[config.mk]
export PLATFORM = sky130hd
export DESIGN_NAME = nvp_ctrl
export DESIGN_NICKNAME = d
export VERILOG_FILES = /design/src/hdl/nvp_pkg.sv /design/src/hdl/nvp_latch_mem.sv /design/src/hdl/nvp_hold_cnt.sv /design/src/hdl/nvp_ctrl.sv
export SDC_FILE = /design/constraint.sdc
export NUM_CORES = 1
export LEC_CHECK = 0
export ABC_AREA = 0
export BUFFER_PORTS_ARGS = -buffer_cell sky130_fd_sc_hd__buf_2
export CAP_MARGIN = 20
export CORE_MARGIN = 5
export CORE_UTILIZATION = 33
export CTS_BUF_LIST = sky130_fd_sc_hd__clkbuf_16
export DETAILED_ROUTE_END_ITERATION = 8
export GPL_ROUTABILITY_DRIVEN = 0
export PLACE_DENSITY = 0.55
export SYNTH_ARGS = -nofsm -noshare
export SYNTH_HDL_FRONTEND = slang
export SYNTH_SLANG_ARGS = --single-unit
[constraint.sdc]
create_clock -name clk_i -period 2.2 [get_ports clk_i]
set_clock_uncertainty 0.2 [all_clocks]
set_input_delay 0.11 -clock clk_i [delete_from_list [all_inputs] [get_ports clk_i]]
set_output_delay 0.11 -clock clk_i [all_outputs]
set_load 0.005 [all_outputs]
[src/hdl/nvp_pkg.sv]
// How it works
// - EPROM latch set, program clear: EPROM writes capture address and eight bytes.
// - EPROM latch clear: EPROM array reads normally, EPROM program bit forced to zero.
// - STOP or any reset clears both latch bits.
// - EPROM program bit sets only after latch and one byte; latch clear clears it.
// - EPROM pair: 00 read, 10 load, 11 programming.
// - EEPROM latch and pump set: erase select picks erase or program.
// - Erase select is frozen once the EEPROM address is captured.
// - EEPROM latch set, pump clear: writes capture; latch clear zeroes select, pump.
// - Pump bit switches the charge pump and high voltage onto the array.
// - Pump sets only after data capture; only latch clear or reset clears it.
// - EEPROM triple decodes read, load, program, erase load, erase.
// - Reset pin held low 16 or 4064 cycles after power-on, per option.
// - Watchdog-after-reset option enables watchdog at reset, not in bootstrap.
// - Watchdog-in-wait option keeps watchdog running in WAIT.
// - Pull-down options act on port B or C pins that are inputs.
// - Upper 224 EEPROM bytes refuse erase and program while protected.
// - Protection state taken at reset persists until next reset.
// - Protect bit changes only through EEPROM capture with latch set.
// - Bootstrap mode ignores upper-region protection.
// - Lock bit zero refuses non-user modes; one allows them.
// - Lock bit changes take effect only at the next reset.
package nvp_pkg;
  localparam logic [15:0] CTRL_ADDR = 16'h0007;
  localparam logic [15:0] OPT_ADDR = 16'h0100;
  localparam logic [15:0] MOR_ADDR = 16'h3dfe;
  localparam logic [15:0] EE_LO = 16'h0100;
  localparam logic [15:0] EE_HI = 16'h01ff;
  localparam logic [15:0] EE_UPPER_LO = 16'h0120;
  localparam logic [15:0] EPROM_LO = 16'h0800;
  localparam logic [15:0] EPROM_HI = 16'h3fff;
  localparam int CTRL_ELAT = 5;
  localparam int CTRL_EPGM = 4;
  localparam int CTRL_ERA = 2;
  localparam int CTRL_ILAT = 1;
  localparam int CTRL_IPGM = 0;
  localparam int OPT_PROT = 1;
  localparam int OPT_LOCK = 0;
  localparam int MOR_HOLD = 4;
  localparam int MOR_WDR = 3;
  localparam int MOR_WDW = 2;
  localparam int MOR_PDB = 1;
  localparam int MOR_PDC = 0;
  localparam logic [7:0] CTRL_RESET = 8'h00;
  localparam int POR_LOW_SHORT = 16;
  localparam int POR_LOW_LONG = 4064;
  localparam int GROUP_BYTES = 8;
endpackage

[src/hdl/nvp_latch_mem.sv]
`timescale 1ns/1ps
`default_nettype none
// Eight-byte EPROM data latches with a registered read port.
module nvp_latch_mem #(
  parameter int DEPTH = 8,
  parameter int AW = 3
) (
  input wire logic clk_i,
  input wire logic wr_i,
  input wire logic [AW-1:0] waddr_i,
  input wire logic [7:0] wdata_i,
  input wire logic [AW-1:0] raddr_i,
  output logic [7:0] rdata_o
);
  logic [7:0] mem_reg [DEPTH];

  always_ff @(posedge clk_i) begin
    if (wr_i) begin
      mem_reg[waddr_i] <= wdata_i;
    end
    rdata_o <= mem_reg[raddr_i];
  end
endmodule
`default_nettype wire

[src/hdl/nvp_hold_cnt.sv]
`timescale 1ns/1ps
`default_nettype none
// Down counter that reports busy while a loaded count runs out.
module nvp_hold_cnt #(
  parameter int W = 12
) (
  input wire logic clk_i,
  input wire logic reset_i,
  input wire logic load_i,
  input wire logic [W-1:0] count_i,
  output logic busy_o
);
  logic [W-1:0] cnt_reg;
  logic [W-1:0] cnt_next;

  always_comb begin
    cnt_next = cnt_reg;
    if (load_i) begin
      cnt_next = count_i;
    end else if (cnt_reg != '0) begin
      cnt_next = cnt_reg - 1'b1;
    end
  end

  always_ff @(posedge clk_i) begin
    if (reset_i) begin
      cnt_reg <= '0;
    end else begin
      cnt_reg <= cnt_next;
    end
  end

  assign busy_o = (cnt_reg != '0);
endmodule
`default_nettype wire

[src/hdl/nvp_ctrl.sv]
`timescale 1ns/1ps
`default_nettype none
module nvp_ctrl
  import nvp_pkg::*;
#(
  parameter int POR_LOW_LONG_P = POR_LOW_LONG
) (
  input wire logic clk_i,
  input wire logic reset_i,
  input wire logic por_flag_i,
  input wire logic boot_mode_i,
  input wire logic stop_i,
  input wire logic wait_i,
  input wire logic [15:0] addr_i,
  input wire logic [7:0] wdata_i,
  input wire logic wr_i,
  input wire logic rd_i,
  output logic [7:0] rdata_o,
  input wire logic [7:0] opt_array_i,
  input wire logic [7:0] mor_array_i,
  input wire logic [7:0] ddr_b_i,
  input wire logic [7:0] ddr_c_i,
  input wire logic [2:0] eprom_buf_idx_i,
  output logic [7:0] eprom_buf_data_o,
  output logic [7:0] eprom_buf_valid_o,
  output logic [12:0] eprom_group_o,
  output logic eprom_read_normal_o,
  output logic eprom_program_o,
  output logic eeprom_read_normal_o,
  output logic [7:0] eeprom_addr_o,
  output logic [7:0] eeprom_data_o,
  output logic eeprom_pump_o,
  output logic eeprom_erase_o,
  output logic eeprom_write_o,
  output logic eeprom_refused_o,
  output logic reset_pin_low_o,
  output logic watchdog_enable_o,
  output logic watchdog_run_o,
  output logic [7:0] pulldown_b_o,
  output logic [7:0] pulldown_c_o,
  output logic nonuser_allowed_o
);
  //////////////////////////////////////////////////////////////////////////
  // Decode of bus accesses.
  // Array windows are decoded here; the arrays themselves sit outside.
  logic ctrl_wr;
  logic ee_wr;
  logic ep_wr;
  logic in_ee;
  logic in_ep;

  assign in_ee = (addr_i >= EE_LO) && (addr_i <= EE_HI);
  assign in_ep = (addr_i >= EPROM_LO) && (addr_i <= EPROM_HI);
  assign ctrl_wr = wr_i && (addr_i == CTRL_ADDR);
  assign ee_wr = wr_i && in_ee;
  assign ep_wr = wr_i && in_ep;

  //////////////////////////////////////////////////////////////////////////
  // Control bits and capture state.
  logic ep_lat_reg, ep_lat_next;
  logic ep_pgm_reg, ep_pgm_next;
  logic ee_lat_reg, ee_lat_next;
  logic ee_pgm_reg, ee_pgm_next;
  logic ee_era_reg, ee_era_next;
  logic ee_cap_reg, ee_cap_next;
  logic [7:0] ee_addr_reg, ee_addr_next;
  logic [7:0] ee_data_reg, ee_data_next;
  logic [7:0] ep_valid_reg, ep_valid_next;
  logic [12:0] ep_group_reg, ep_group_next;
  logic ep_cap;
  logic ee_cap;

  assign ep_cap = ep_wr && ep_lat_reg && !ep_pgm_reg;
  assign ee_cap = ee_wr && ee_lat_reg && !ee_pgm_reg;

  always_comb begin
    ep_lat_next = ep_lat_reg;
    ep_pgm_next = ep_pgm_reg;
    ee_lat_next = ee_lat_reg;
    ee_pgm_next = ee_pgm_reg;
    ee_era_next = ee_era_reg;
    ee_cap_next = ee_cap_reg;
    ee_addr_next = ee_addr_reg;
    ee_data_next = ee_data_reg;
    ep_valid_next = ep_valid_reg;
    ep_group_next = ep_group_reg;
    if (ctrl_wr) begin
      ep_lat_next = wdata_i[CTRL_ELAT];
      // Program bit may only go from zero to one here.
      if (wdata_i[CTRL_EPGM] && ep_lat_reg && (ep_valid_reg != '0)) begin
        ep_pgm_next = 1'b1;
      end
      ee_lat_next = wdata_i[CTRL_ILAT];
      if (!ee_cap_reg) begin
        ee_era_next = wdata_i[CTRL_ERA];
      end
      if (wdata_i[CTRL_IPGM] && ee_cap_reg) begin
        ee_pgm_next = 1'b1;
      end
    end
    if (ep_cap) begin
      // First byte fixes the group; later bytes only fill slots.
      if (ep_valid_reg == '0) begin
        ep_group_next = addr_i[15:3];
      end
      ep_valid_next[addr_i[2:0]] = 1'b1;
    end
    if (ee_cap) begin
      ee_addr_next = addr_i[7:0];
      ee_data_next = wdata_i;
      ee_cap_next = 1'b1;
    end
    // STOP is applied last so it wins over a write in the same cycle.
    if (stop_i) begin
      ep_lat_next = 1'b0;
      ee_lat_next = 1'b0;
    end
    // Clearing a latch drops every bit that depends on it.
    if (!ep_lat_next) begin
      ep_pgm_next = 1'b0;
      ep_valid_next = '0;
    end
    if (!ee_lat_next) begin
      ee_pgm_next = 1'b0;
      ee_era_next = 1'b0;
      ee_cap_next = 1'b0;
    end
  end

  always_ff @(posedge clk_i) begin
    if (reset_i) begin
      ep_lat_reg <= 1'b0;
      ep_pgm_reg <= 1'b0;
      ee_lat_reg <= 1'b0;
      ee_pgm_reg <= 1'b0;
      ee_era_reg <= 1'b0;
      ee_cap_reg <= 1'b0;
      ee_addr_reg <= 8'h00;
      ee_data_reg <= 8'h00;
      ep_valid_reg <= 8'h00;
      ep_group_reg <= 13'h0000;
    end else begin
      ep_lat_reg <= ep_lat_next;
      ep_pgm_reg <= ep_pgm_next;
      ee_lat_reg <= ee_lat_next;
      ee_pgm_reg <= ee_pgm_next;
      ee_era_reg <= ee_era_next;
      ee_cap_reg <= ee_cap_next;
      ee_addr_reg <= ee_addr_next;
      ee_data_reg <= ee_data_next;
      ep_valid_reg <= ep_valid_next;
      ep_group_reg <= ep_group_next;
    end
  end

  // The byte store shares its write condition with the slot flags.
  nvp_latch_mem #(
    .DEPTH(GROUP_BYTES),
    .AW(3)
  ) u_mem (
    .clk_i(clk_i),
    .wr_i(ep_cap),
    .waddr_i(addr_i[2:0]),
    .wdata_i(wdata_i),
    .raddr_i(eprom_buf_idx_i),
    .rdata_o(eprom_buf_data_o)
  );

  //////////////////////////////////////////////////////////////////////////
  // Options taken while reset is applied and held until the next one.
  logic prot_reg, prot_next;
  logic lock_reg, lock_next;
  logic boot_reg, boot_next;
  logic por_reg, por_next;
  logic [7:0] mor_reg, mor_next;
  logic rst_d_reg;
  logic boot_meta_reg;
  logic boot_sync_reg;
  logic por_meta_reg;
  logic por_sync_reg;
  logic hold_load;
  logic hold_busy;
  logic [11:0] hold_count;

  // Mode and power-on flags come from pin logic, so they pass two stages.
  // A reset shorter than three cycles may therefore miss a new flag value.
  always_ff @(posedge clk_i) begin
    boot_meta_reg <= boot_mode_i;
    boot_sync_reg <= boot_meta_reg;
    por_meta_reg <= por_flag_i;
    por_sync_reg <= por_meta_reg;
  end

  always_comb begin
    prot_next = prot_reg;
    lock_next = lock_reg;
    boot_next = boot_reg;
    por_next = por_reg;
    mor_next = mor_reg;
    // Protection and lock are copied only in reset, so a later change of
    // the option byte waits for the next reset.
    if (reset_i) begin
      prot_next = !opt_array_i[OPT_PROT];
      lock_next = opt_array_i[OPT_LOCK];
      boot_next = boot_sync_reg;
      por_next = por_sync_reg;
      mor_next = mor_array_i;
    end
  end

  always_ff @(posedge clk_i) begin
    prot_reg <= prot_next;
    lock_reg <= lock_next;
    boot_reg <= boot_next;
    por_reg <= por_next;
    mor_reg <= mor_next;
    rst_d_reg <= reset_i;
  end

  // The hold count starts only when a power-on reset is released.
  assign hold_load = rst_d_reg && !reset_i && por_reg;
  assign hold_count = mor_reg[MOR_HOLD] ? 12'(POR_LOW_SHORT)
                                        : 12'(POR_LOW_LONG_P);

  nvp_hold_cnt #(
    .W(12)
  ) u_hold (
    .clk_i(clk_i),
    .reset_i(reset_i),
    .load_i(hold_load),
    .count_i(hold_count),
    .busy_o(hold_busy)
  );

  //////////////////////////////////////////////////////////////////////////
  // Registered outputs toward arrays, watchdog, ports and mode logic.
  // Every output is a register so the arrays and watchdog see clean levels.
  logic upper;
  logic refused;
  logic [7:0] rdata_next;
  logic [7:0] ctrl_view;
  logic pin_low_next;
  logic wd_run_next;
  logic [7:0] buf_valid_next;
  logic [12:0] group_out_next;
  logic ep_normal_next;
  logic ep_prog_next;
  logic ee_normal_next;
  logic [7:0] ee_addr_out_next;
  logic [7:0] ee_data_out_next;
  logic pump_out_next;
  logic erase_out_next;
  logic write_out_next;
  logic refused_out_next;
  logic wd_en_next;
  logic [7:0] pd_b_next;
  logic [7:0] pd_c_next;
  logic allowed_next;

  // The region test uses the captured offset, not the live bus address.
  assign upper = ({8'h01, ee_addr_reg} >= EE_UPPER_LO);
  assign refused = upper && prot_reg && !boot_reg;
  assign ctrl_view = {2'b00, ep_lat_reg, ep_pgm_reg, 1'b0,
                      ee_era_reg, ee_lat_reg, ee_pgm_reg};
  assign pin_low_next = reset_i || hold_load || hold_busy;
  assign wd_run_next = !(wait_i && !mor_reg[MOR_WDW]);

  always_comb begin
    rdata_next = 8'h00;
    if (rd_i) begin
      unique case (addr_i)
        CTRL_ADDR: rdata_next = ctrl_view;
        OPT_ADDR: rdata_next = opt_array_i;
        MOR_ADDR: rdata_next = mor_reg;
        default: rdata_next = 8'h00;
      endcase
    end
  end

  // A refused operation keeps the pump off but still reports the attempt.
  always_comb begin
    buf_valid_next = ep_valid_reg;
    group_out_next = ep_group_reg;
    ep_normal_next = !ep_lat_reg;
    ep_prog_next = ep_lat_reg && ep_pgm_reg;
    ee_normal_next = !ee_lat_reg;
    ee_addr_out_next = ee_addr_reg;
    ee_data_out_next = ee_data_reg;
    pump_out_next = ee_pgm_reg && !refused;
    erase_out_next = ee_lat_reg && ee_pgm_reg && ee_era_reg
                     && !refused;
    write_out_next = ee_lat_reg && ee_pgm_reg && !ee_era_reg
                     && !refused;
    refused_out_next = ee_pgm_reg && refused;
    wd_en_next = mor_reg[MOR_WDR] && !boot_reg;
    pd_b_next = {8{mor_reg[MOR_PDB]}} & ~ddr_b_i;
    pd_c_next = {8{mor_reg[MOR_PDC]}} & ~ddr_c_i;
    allowed_next = lock_reg;
  end

  always_ff @(posedge clk_i) begin
    if (reset_i) begin
      rdata_o <= CTRL_RESET;
      eprom_buf_valid_o <= 8'h00;
      eprom_group_o <= 13'h0000;
      eprom_read_normal_o <= 1'b1;
      eprom_program_o <= 1'b0;
      eeprom_read_normal_o <= 1'b1;
      eeprom_addr_o <= 8'h00;
      eeprom_data_o <= 8'h00;
      eeprom_pump_o <= 1'b0;
      eeprom_erase_o <= 1'b0;
      eeprom_write_o <= 1'b0;
      eeprom_refused_o <= 1'b0;
      reset_pin_low_o <= 1'b1;
      watchdog_enable_o <= 1'b0;
      watchdog_run_o <= 1'b0;
      pulldown_b_o <= 8'h00;
      pulldown_c_o <= 8'h00;
      nonuser_allowed_o <= 1'b0;
    end else begin
      rdata_o <= rdata_next;
      eprom_buf_valid_o <= buf_valid_next;
      eprom_group_o <= group_out_next;
      eprom_read_normal_o <= ep_normal_next;
      eprom_program_o <= ep_prog_next;
      eeprom_read_normal_o <= ee_normal_next;
      eeprom_addr_o <= ee_addr_out_next;
      eeprom_data_o <= ee_data_out_next;
      eeprom_pump_o <= pump_out_next;
      eeprom_erase_o <= erase_out_next;
      eeprom_write_o <= write_out_next;
      eeprom_refused_o <= refused_out_next;
      reset_pin_low_o <= pin_low_next;
      watchdog_enable_o <= wd_en_next;
      watchdog_run_o <= wd_run_next;
      pulldown_b_o <= pd_b_next;
      pulldown_c_o <= pd_c_next;
      nonuser_allowed_o <= allowed_next;
    end
  end
endmodule
`default_nettype wire

# Word level (Yosys, flattened, before mapping)
# Memory sizes are Yosys's and may differ from the RTL's. A register that Yosys moved wholly into a read port is not among the register bits.
# Cells that the tools add are included.
[word_totals]
register_bits = 144
ram_bits = 64
inputBits = 67
output_inout_bits = 80
elab_cells = 123
memories = 1
[op_classes]
addsub = 1
n_lt_le_gt_ge = 7
eq_ne = 3
muxes = 12
bitwise_logic = 9
reduce_logical = 51
[memory_table]
columns = ["name", "depth", "width", "read_ports", "rd_ports_with_merged_regs", "wr", "line", "text"]
rows = [
  ["u_mem.mem_reg", 8, 8, 1, 1, 1, "nvp_latch_mem.sv:15", "logic [7:0] mem_reg [DEPTH];"],
]
[ops]
columns = ["cell", "count"]
rows = [
  ["$mux 12", 3],
  ["$logic_and 1x1->1", 27],
  ["$pmux 8 s3", 1],
  ["$and 8x8->8", 2],
  ["$eq 16x14->1 const B", 1],
  ["$eq 16x3->1 const B", 1],
  ["$eq 16x9->1 const B", 1],
  ["$ge 16x12->1 const B", 1],
  ["$ge 16x9->1 const B", 1],
  ["$le 16x14->1 const B", 1],
  ["$le 16x9->1 const B", 1],
  ["$not 8->8", 2],
  ["$reduce_bool 12->1", 1],
  ["$sub 12x1->12 const B", 1],
  ["$logic_not 1->1", 11],
  ["$ge 9x9->1 const B", 1],
  ["$logic_not 8->1", 1],
  ["$or 8x8->8", 1],
  ["$reduce_and 2->1", 4],
  ["$reduce_bool 8->1", 1],
  ["$mux 1", 7],
  ["$reduce_or 2->1", 3],
  ["$lt 3x4->1 const B", 1],
  ["$not 1->1", 4],
  ["4 further kinds", 5],
]

# Logic depth before layout (Yosys ltp)
# Gate-level depths: netlist of run 1.
[depth]
word_depth = 7
ltp_mapped = 7
depth_no_buf = 6

# By module
# A second synthesis of run 1 with hierarchy kept.
[hier_totals]
hier_cells = 599
area_unflattened_um2 = 7752.4
[modules_own_cells]
columns = ["mod", "instances", "cells_per_inst", "area_each_um2", "seq_area_each_um2"]
rows = [
  ["nvp_ctrl", 1, 400, 4357.9, 2762.6],
  ["nvp_latch_mem", 1, 114, 2691.3, 2082.0],
  ["nvp_hold_cnt", 1, 85, 703.2, 240.2],
]

# Least setup slack after synthesis of run 1
# OpenSTA, ideal clock, no wires.
[synth_timing]
path_kind = "register -> register"
startpoint = "register ep_lat_reg"
endpoint = "memory u_mem.mem_reg[2][0] (enable)"
setup_ns = 0.386
arrival_time_ns = 1.747
required_ns = 1.614
setup_slack_ns = -0.133
path_stages_with_launch = 5
n_path_buf = 1
synth_period_minus_slack_ns = 2.333
cell_sequence = "dfxtp_1 nand2_1 or4_1 clkbuf_1 nor3_1"
[synth_via]
elab_chain_cells = 4
[synth_lines]
columns = ["element", "line", "text"]
rows = [
  ["start: declaration", "nvp_ctrl.sv:60", "logic ep_lat_reg, ep_lat_next;"],
  ["start signal: assignment", "nvp_ctrl.sv:143", "ep_lat_reg <= ep_lat_next;"],
  ["$logic_and 1x1->1 (2 in a row)", "nvp_ctrl.sv:73", "assign ep_cap = ep_wr && ep_lat_reg && !ep_pgm_reg;"],
  ["$mux 1", "nvp_latch_mem.sv:18", "if (wr_i) begin"],
  ["$mux 1 (implied by the code)", "nvp_latch_mem.sv:19", "mem_reg[waddr_i] <= wdata_i;"],
  ["end: declaration", "nvp_latch_mem.sv:15", ""],
]
# No other way between the ends.

# Final worst setup path of run 1
[layout_timing]
startpoint = "input addr_i[8]"
endpoint = "register rdata_o[5]"
[layout_via]
elab_chain_cells = 2
elab_cells_between_ends = 4
classes_between = "eq/ne: 3; mux: 1"
[layout_lines]
columns = ["element", "line", "text"]
rows = [
  ["start: declaration", "nvp_ctrl.sv:14", "input wire logic [15:0] addr_i,"],
  ["$eq 16x14->1, or another cell as far along", "nvp_ctrl.sv:271", "unique case (addr_i)"],
  ["$pmux 8 s3 (*)", "nvp_ctrl.sv:271", ""],
  ["end signal: assignment", "nvp_ctrl.sv:322", "rdata_o <= rdata_next;"],
  ["end: declaration", "nvp_ctrl.sv:18", "output logic [7:0] rdata_o,"],
]
# Every way passes the cells marked *; elsewhere a longest branch is shown, timed or not.
# A chain may end at the register's enable or synchronous reset.

==> flow_metrics.py, run 1 <==
metrics = {
    "clock_network": {
        "clock_sinks": 216,
        "cts_buffers": 24,
        "htreeDepth": 1,
        "cts_tree": "built",
        "clkTransAtPathRegs_ns": 0.06,
        "root_buffer": "clkbuf_16",
        "cts.path.max_buffers": 3,
        "clk-insertion-delay-late_ns": 0.51,
    },
    "logic_synthesis": {
        "ys_seq_elements": 216,
        "postSynthNetCount": 646,
        "synth_edf_count": 76,
        "synthMostInstantiatedCell": "dfxtp_1",
        "synthTopCellsByArea": "dfxtp_1, edfxtp_1, mux4_2, nor2b_1, nor2_1",
        "synth-async-reset-ratio": 0,
        "synth_top_area_frac": 0.374,
        "syn_area_per_cell_um2": 13.0,
        "synth_common_cells": "dfxtp_1, edfxtp_1, nor2_1",
        "syn_area_um2": 7500,
        "synthFlopType": "dfxtp_1",
        "yosys.area.top_type": "dfxtp_1",
        "synth_cells": 577,
        "synth_cell_types": 55,
        "yosysWarnings": 0,
        "ys_seq_area_frac": 0.678,
    },
    "route": {
        "first_pass_iters": 4,
        "via_count": 5432,
        "ant_nets": 0,
        "drt_first_iter_violations": 297,
        "wl_per_cell_um": 17.7,
        "via_per_inst": 4.85,
        "postRouteWirelength_mm": 19.8,
        "drc": 0,
    },
    "status": {
        "status": "complete, no violations",
    },
    "power": {
        "total_power_w": 0.00934,
        "ir_drop_mv": 0.560,
        "power_leakage_nw": 4.20,
        "power_per_cell_area_nw_per_um2": 916,
    },
    "critical_path": {
        "crit_chain": "dlygate4sd3_1 > buf_2 > and4b_1 > buf_4 > o2111a_1 > o21ai_1 > buf_4 > nor2_1 > dlygate4sd3_1",
        "cp-start-kind": "input pin",
        "slowest_stage": "dlygate4sd3_1",
        "critPathTopFamily": "buffers and inverters",
        "cpPeakStageDelay_ns": 0.56,
        "timing.critical_path.buf_inv": 5,
        "cp.required_ns": 2.39,
        "cp_max_fo": 6,
        "critical_path_arrival_ns": 2.30,
        "worst-setup-path-type": "input pin to flop",
        "cp_num_cells": 9,
        "worstRegToRegCells": 6,
        "end_kind": "flop",
    },
    "floorplanning": {
        "core_um2": 22500,
        "die_area_um2": 25800,
        "fp.dieH_um": 161,
        "start_util": 0.333,
        "num_io_pins": 147,
        "die_w_um": 161,
        "num_rows": 55,
    },
    "sta": {
        "rsz0062_at_grt": "no",
        "fin_ws_ns": 0.0860,
        "fin_crit_sh": 0.961,
        "hold_viol": 0,
        "setup_viol": 0,
        "period_minus_slack_ns": 2.11,
        "fmaxAchievable_mhz": 473,
        "slew_headroom": 0.630,
        "slew_viol_final": 0,
        "worst_pin_slew_ns": 0.549,
    },
    "hold_path": {
        "min_path_cells": 3,
        "worstHoldPathType": "input pin to flop",
    },
    "layout": {
        "fin_nets": 886,
        "fillers": 2033,
        "drive_above_1_share": 0.280,
        "largest_reg_flops": 64,
        "area_growth_pct": 36.0,
        "antenna_cells": 0,
    },
    "placed_design": {
        "io_buffers": 146,
        "dp.final_hpwl_mm": 13.3,
        "pre_cts_slack_ns": 0.103,
    },
    "flow_run": {
        "cap_violations": 0,
    },
    "global_routing": {
        "track_usage": 0.149,
        "first_global_vias": 5727,
        "grt_max_degree": 42,
        "grt_pass1_wl_mm": 31.3,
        "antenna_found_initial": 0,
        "grt_overflow": 0,
    },
}
[final cells by class]
cell class	instances	area, um2	share of cell area
Clock buffer	26	651	0.0638
Clock inverter	18	134	0.0131
Inverter	10	37.5	0.00368
Multi-Input combinational cell	321	2270	0.223
Sequential cell	216	5080	0.499
Tap cell	285	357	0.0350
Timing Repair Buffer	244	1670	0.163
[metrics by stage]
step	setup TNS [ns]	hold WS, ns	cells	cell area, um2	utilization
3_3_place_gp	0	0.0137	1002	8660	0.385
2_1_floorplan	-3.19	-0.0623	577	7500	-
6_report	0	0.0240	1120	10200	0.453
3_5_place_dp	0	0.0158	1002	8660	0.385
4_1_cts	0	0.00856	1120	10200	0.453
5_1_grt	0	0.0272	1120	10200	0.453
[cells by family (layout without fill, tap and decap cells)]
logic type                 after synthesis  after routing  synth area share
and+or+nand+nor                        195            195             0.142
muxes                                   41             41            0.0828
xor gates and xnor gates                 3              3           0.00350
AOI/OAI and AO/OA                       80             80            0.0689
adders and majority gates                2              2           0.00334
DFF                                    216            216             0.678
buffers and inverters                   40            298            0.0214
[metal layers]
layer | vias up | routed length, um | track usage
met5 | - | 0 | 0
met4 | 0 | 283 | 0.0353
met3 | 15 | 1330 | 0.0382
met2 | 158 | 9870 | 0.260
met1 | 2679 | 8350 | 0.186
li1 | 2580 | - | -
[cells in the final DEF, fill, tap and decap left out, types with 3 or more instances in the layout]
cell type	instances
or4_1	5
inv_1	19
edfxtp_1	76
nand2_1	24
o21ai_0	16
nor4_2	3
nand3_1	26
buf_4	23
or3_1	6
buf_2	146
clkinv_1	5
a22o_1	5
nor3_1	9
dfxtp_1	140
a31oi_1	4
xnor2_1	3
mux2i_1	17
nor2_1	47
a32oi_1	5
nor4_1	6
a2bb2oi_1	4
nor2b_1	41
mux2_2	8
mux4_2	16
and3_1	5
a21oi_1	26
a41oi_1	4
clkbuf_16	26
nand2b_1	4
dlygate4sd3_1	73
[worst register-to-register path: stages, from the launching register on]
cell	delay, ns
dfxtp_1	0.41
inv_1	0.10
ha_1	0.21
nor4b_1	0.17
and3_1	0.27
or4_1	0.50
a31oi_1	0.19
[path summary, 6_finish.rpt]
path	startpoint	end	slack [ns]
min	addr_i[0]	u_mem.mem_reg[0][6]$_DFFE_PP_	0.02
max	addr_i[8]	rdata_o[5]$_SDFF_PP0_	0.09
max reg2reg	u_hold.cnt_reg[1]$_SDFFE_PP0P_	u_hold.cnt_reg[5]$_SDFFE_PP0P_	0.09
min reg2reg	por_meta_reg$_DFF_P_	por_sync_reg$_DFF_P_	0.13
[report_power, final]
part	total [W]	switching (W)	internal, W
sequential	0.00442	0.000136	0.00428
clock	0.00388	0.00153	0.00235
combinational	0.00105	0.000558	0.000493
total	0.00934	0.00222	0.00712
[what timing repair did]
action	in CTS	in global routing
setup buffers	0	0
setup endpoints to repair	0	8
endpoints found under the hold margin	157	0
resized for setup	0	5
hold buffers	74	0
No activity file was read; power rests on OpenSTA's default activity.
==> run 2, diff against run 1 <==
Settings changed: CELL_PAD_IN_SITES_DETAIL_PLACEMENT from default to 2, CELL_PAD_IN_SITES_GLOBAL_PLACEMENT from default to 2, PLACE_DENSITY 0.55 to 0.76.
==> flow_metrics.py, run 2 (synthesis results as in run 1) <==
metrics = {
    "global_routing": {
        "grt_overflow": 0,
        "grt_pass1_wl_mm": 38.2,
        "antenna_found_initial": 1,
        "grt_max_degree": 64,
        "track_usage": 0.186,
        "first_global_vias": 6489,
    },
    "critical_path": {
        "path_common_cell": "dlygate4sd3_1",
        "cpPeakStageDelay_ns": 0.61,
        "cp.required_ns": 2.39,
        "end_kind": "flop",
        "cp_max_fo": 5,
        "worst-setup-path-type": "input pin to flop",
        "cp-start-kind": "input pin",
        "slowest_stage": "dlygate4sd3_1",
        "crit_chain": "dlygate4sd3_1 > buf_2 > nor3_1 > nor4_4 > buf_6 > a41oi_1 > dlygate4sd3_1 > a21oi_1",
        "critical_path_arrival_ns": 2.43,
    },
    "status": {
        "status": "finished, violations left",
        "violations": "setup timing",
    },
    "route": {
        "via_per_inst": 5.00,
        "ant_nets": 0,
        "via_count": 5573,
        "postRouteWirelength_mm": 24.5,
        "drc": 0,
        "first_pass_iters": 4,
        "drt_first_iter_violations": 304,
        "wl_per_cell_um": 22.0,
    },
    "floorplanning": {
        "fp.dieH_um": 161,
        "start_util": 0.333,
        "num_rows": 55,
        "die_area_um2": 25800,
        "core_um2": 22500,
        "num_io_pins": 147,
        "die_w_um": 161,
    },
    "power": {
        "power_leakage_nw": 4.14,
        "power_per_cell_area_nw_per_um2": 901,
        "total_power_w": 0.00908,
        "ir_drop_mv": 0.425,
    },
    "layout": {
        "fillers": 2208,
        "drive_above_1_share": 0.291,
        "area_growth_pct": 34.4,
        "fin_nets": 879,
        "utilization": 0.448,
        "mostFrequentLayoutCell": "buf_2",
        "largest_reg_flops": 64,
        "mostFrequentLayoutCells": "buf_2, dfxtp_1, edfxtp_1, dlygate4sd3_1, nor2_1",
    },
    "sta": {
        "hold_viol": 0,
        "slew_viol_final": 0,
        "fmaxAchievable_mhz": 445,
        "period_minus_slack_ns": 2.25,
        "slew_headroom": 0.470,
        "setup_viol": 1,
        "worst_pin_slew_ns": 0.787,
        "fin_ws_ns": -0.0480,
        "fin_crit_sh": 1.02,
    },
    "hold_path": {
        "worstHoldPathType": "input pin to flop",
    },
    "clock_network": {
        "cts.path.max_buffers": 3,
        "clk-insertion-delay-late_ns": 0.51,
        "clkTransAtPathRegs_ns": 0.06,
        "cts_buffers": 24,
        "root_buffer": "clkbuf_16",
        "htreeDepth": 1,
        "clock_sinks": 216,
        "cts_tree": "built",
    },
    "placed_design": {
        "pre_cts_slack_ns": 0.0395,
        "dp.final_hpwl_mm": 15.6,
        "io_buffers": 146,
    },
    "flow_run": {
        "cap_violations": 0,
    },
}
-- run 2: worst max-delay path, delay by kind of cell --
family                 cells  cell delay, ns
buffers and inverters      4            1.45
and+or+nand+nor            2            0.57
AOI/OAI and AO/OA          2            0.30
-- run 2: final timing paths --
path	from	endpoint	slack, ns	cells after the start
setup reg to reg	buf_valid_next[3]$_SDFFE_PP0P_	ep_group_reg[10]$_SDFFE_PP0P_	0.10	4
setup / recovery	addr_i[13]	buf_valid_next[5]$_SDFFE_PP0P_	-0.05	8
hold reg to reg	por_meta_reg$_DFF_P_	por_sync_reg$_DFF_P_	0.15	0
hold / removal	addr_i[14]	rdata_o[4]$_SDFF_PP0_	0.03	5
-- run 2: power by group --
part	internal, W	leakage, nW	switching (W)
clock	0.00203	0.386	0.00155
sequential	0.00428	1.83	0.000149
combinational	0.000494	1.92	0.000571
-- run 2: layout make-up --
| class | instances | area [um2] | share of cell area |
|---|---|---|---|
| diodes | 1 | 2.50 | 0.000248 |
| flip-flops and latches | 216 | 5090 | 0.505 |
| multi-input cells | 321 | 2310 | 0.229 |
| clock buffers | 25 | 626 | 0.0621 |
| inverters | 10 | 37.5 | 0.00372 |
| well taps | 285 | 357 | 0.0354 |
| clock inverters | 19 | 75.1 | 0.00745 |
| repair buffers | 237 | 1590 | 0.157 |
-- run 2: routing by layer --
| layer | up-vias | track usage | wire length [um] |
|---|---|---|---|
| met3 | 35 | 0.0395 | 1390 |
| li1 | 2569 | - | - |
| met2 | 169 | 0.351 | 12900 |
| met5 | - | 0 | 0 |
| met4 | 0 | 0.0392 | 419 |
| met1 | 2800 | 0.217 | 9720 |
-- run 2: stage by stage --
stage / cells / cell area [um2] / hold slack [ns] / setup TNS (ns)
after floorplan: 577 / 7500 / -0.0623 / -3.19
after global placement: 1001 / 8640 / 0.0155 / 0
after global routing: 1114 / 10100 / 0.0305 / -0.147
final: 1114 / 10100 / 0.0310 / -0.0480
after CTS: 1112 / 10000 / 0.00164 / 0
after detailed placement: 1001 / 8640 / 0.0157 / 0
-- run 2: timing repair --
action | CTS | global route
hold buffers | 67 | 0
setup buffers | 0 | 2
setup endpoints to repair | 0 | 11
resized for setup | 0 | 15
hold endpoints to repair | 169 | 0
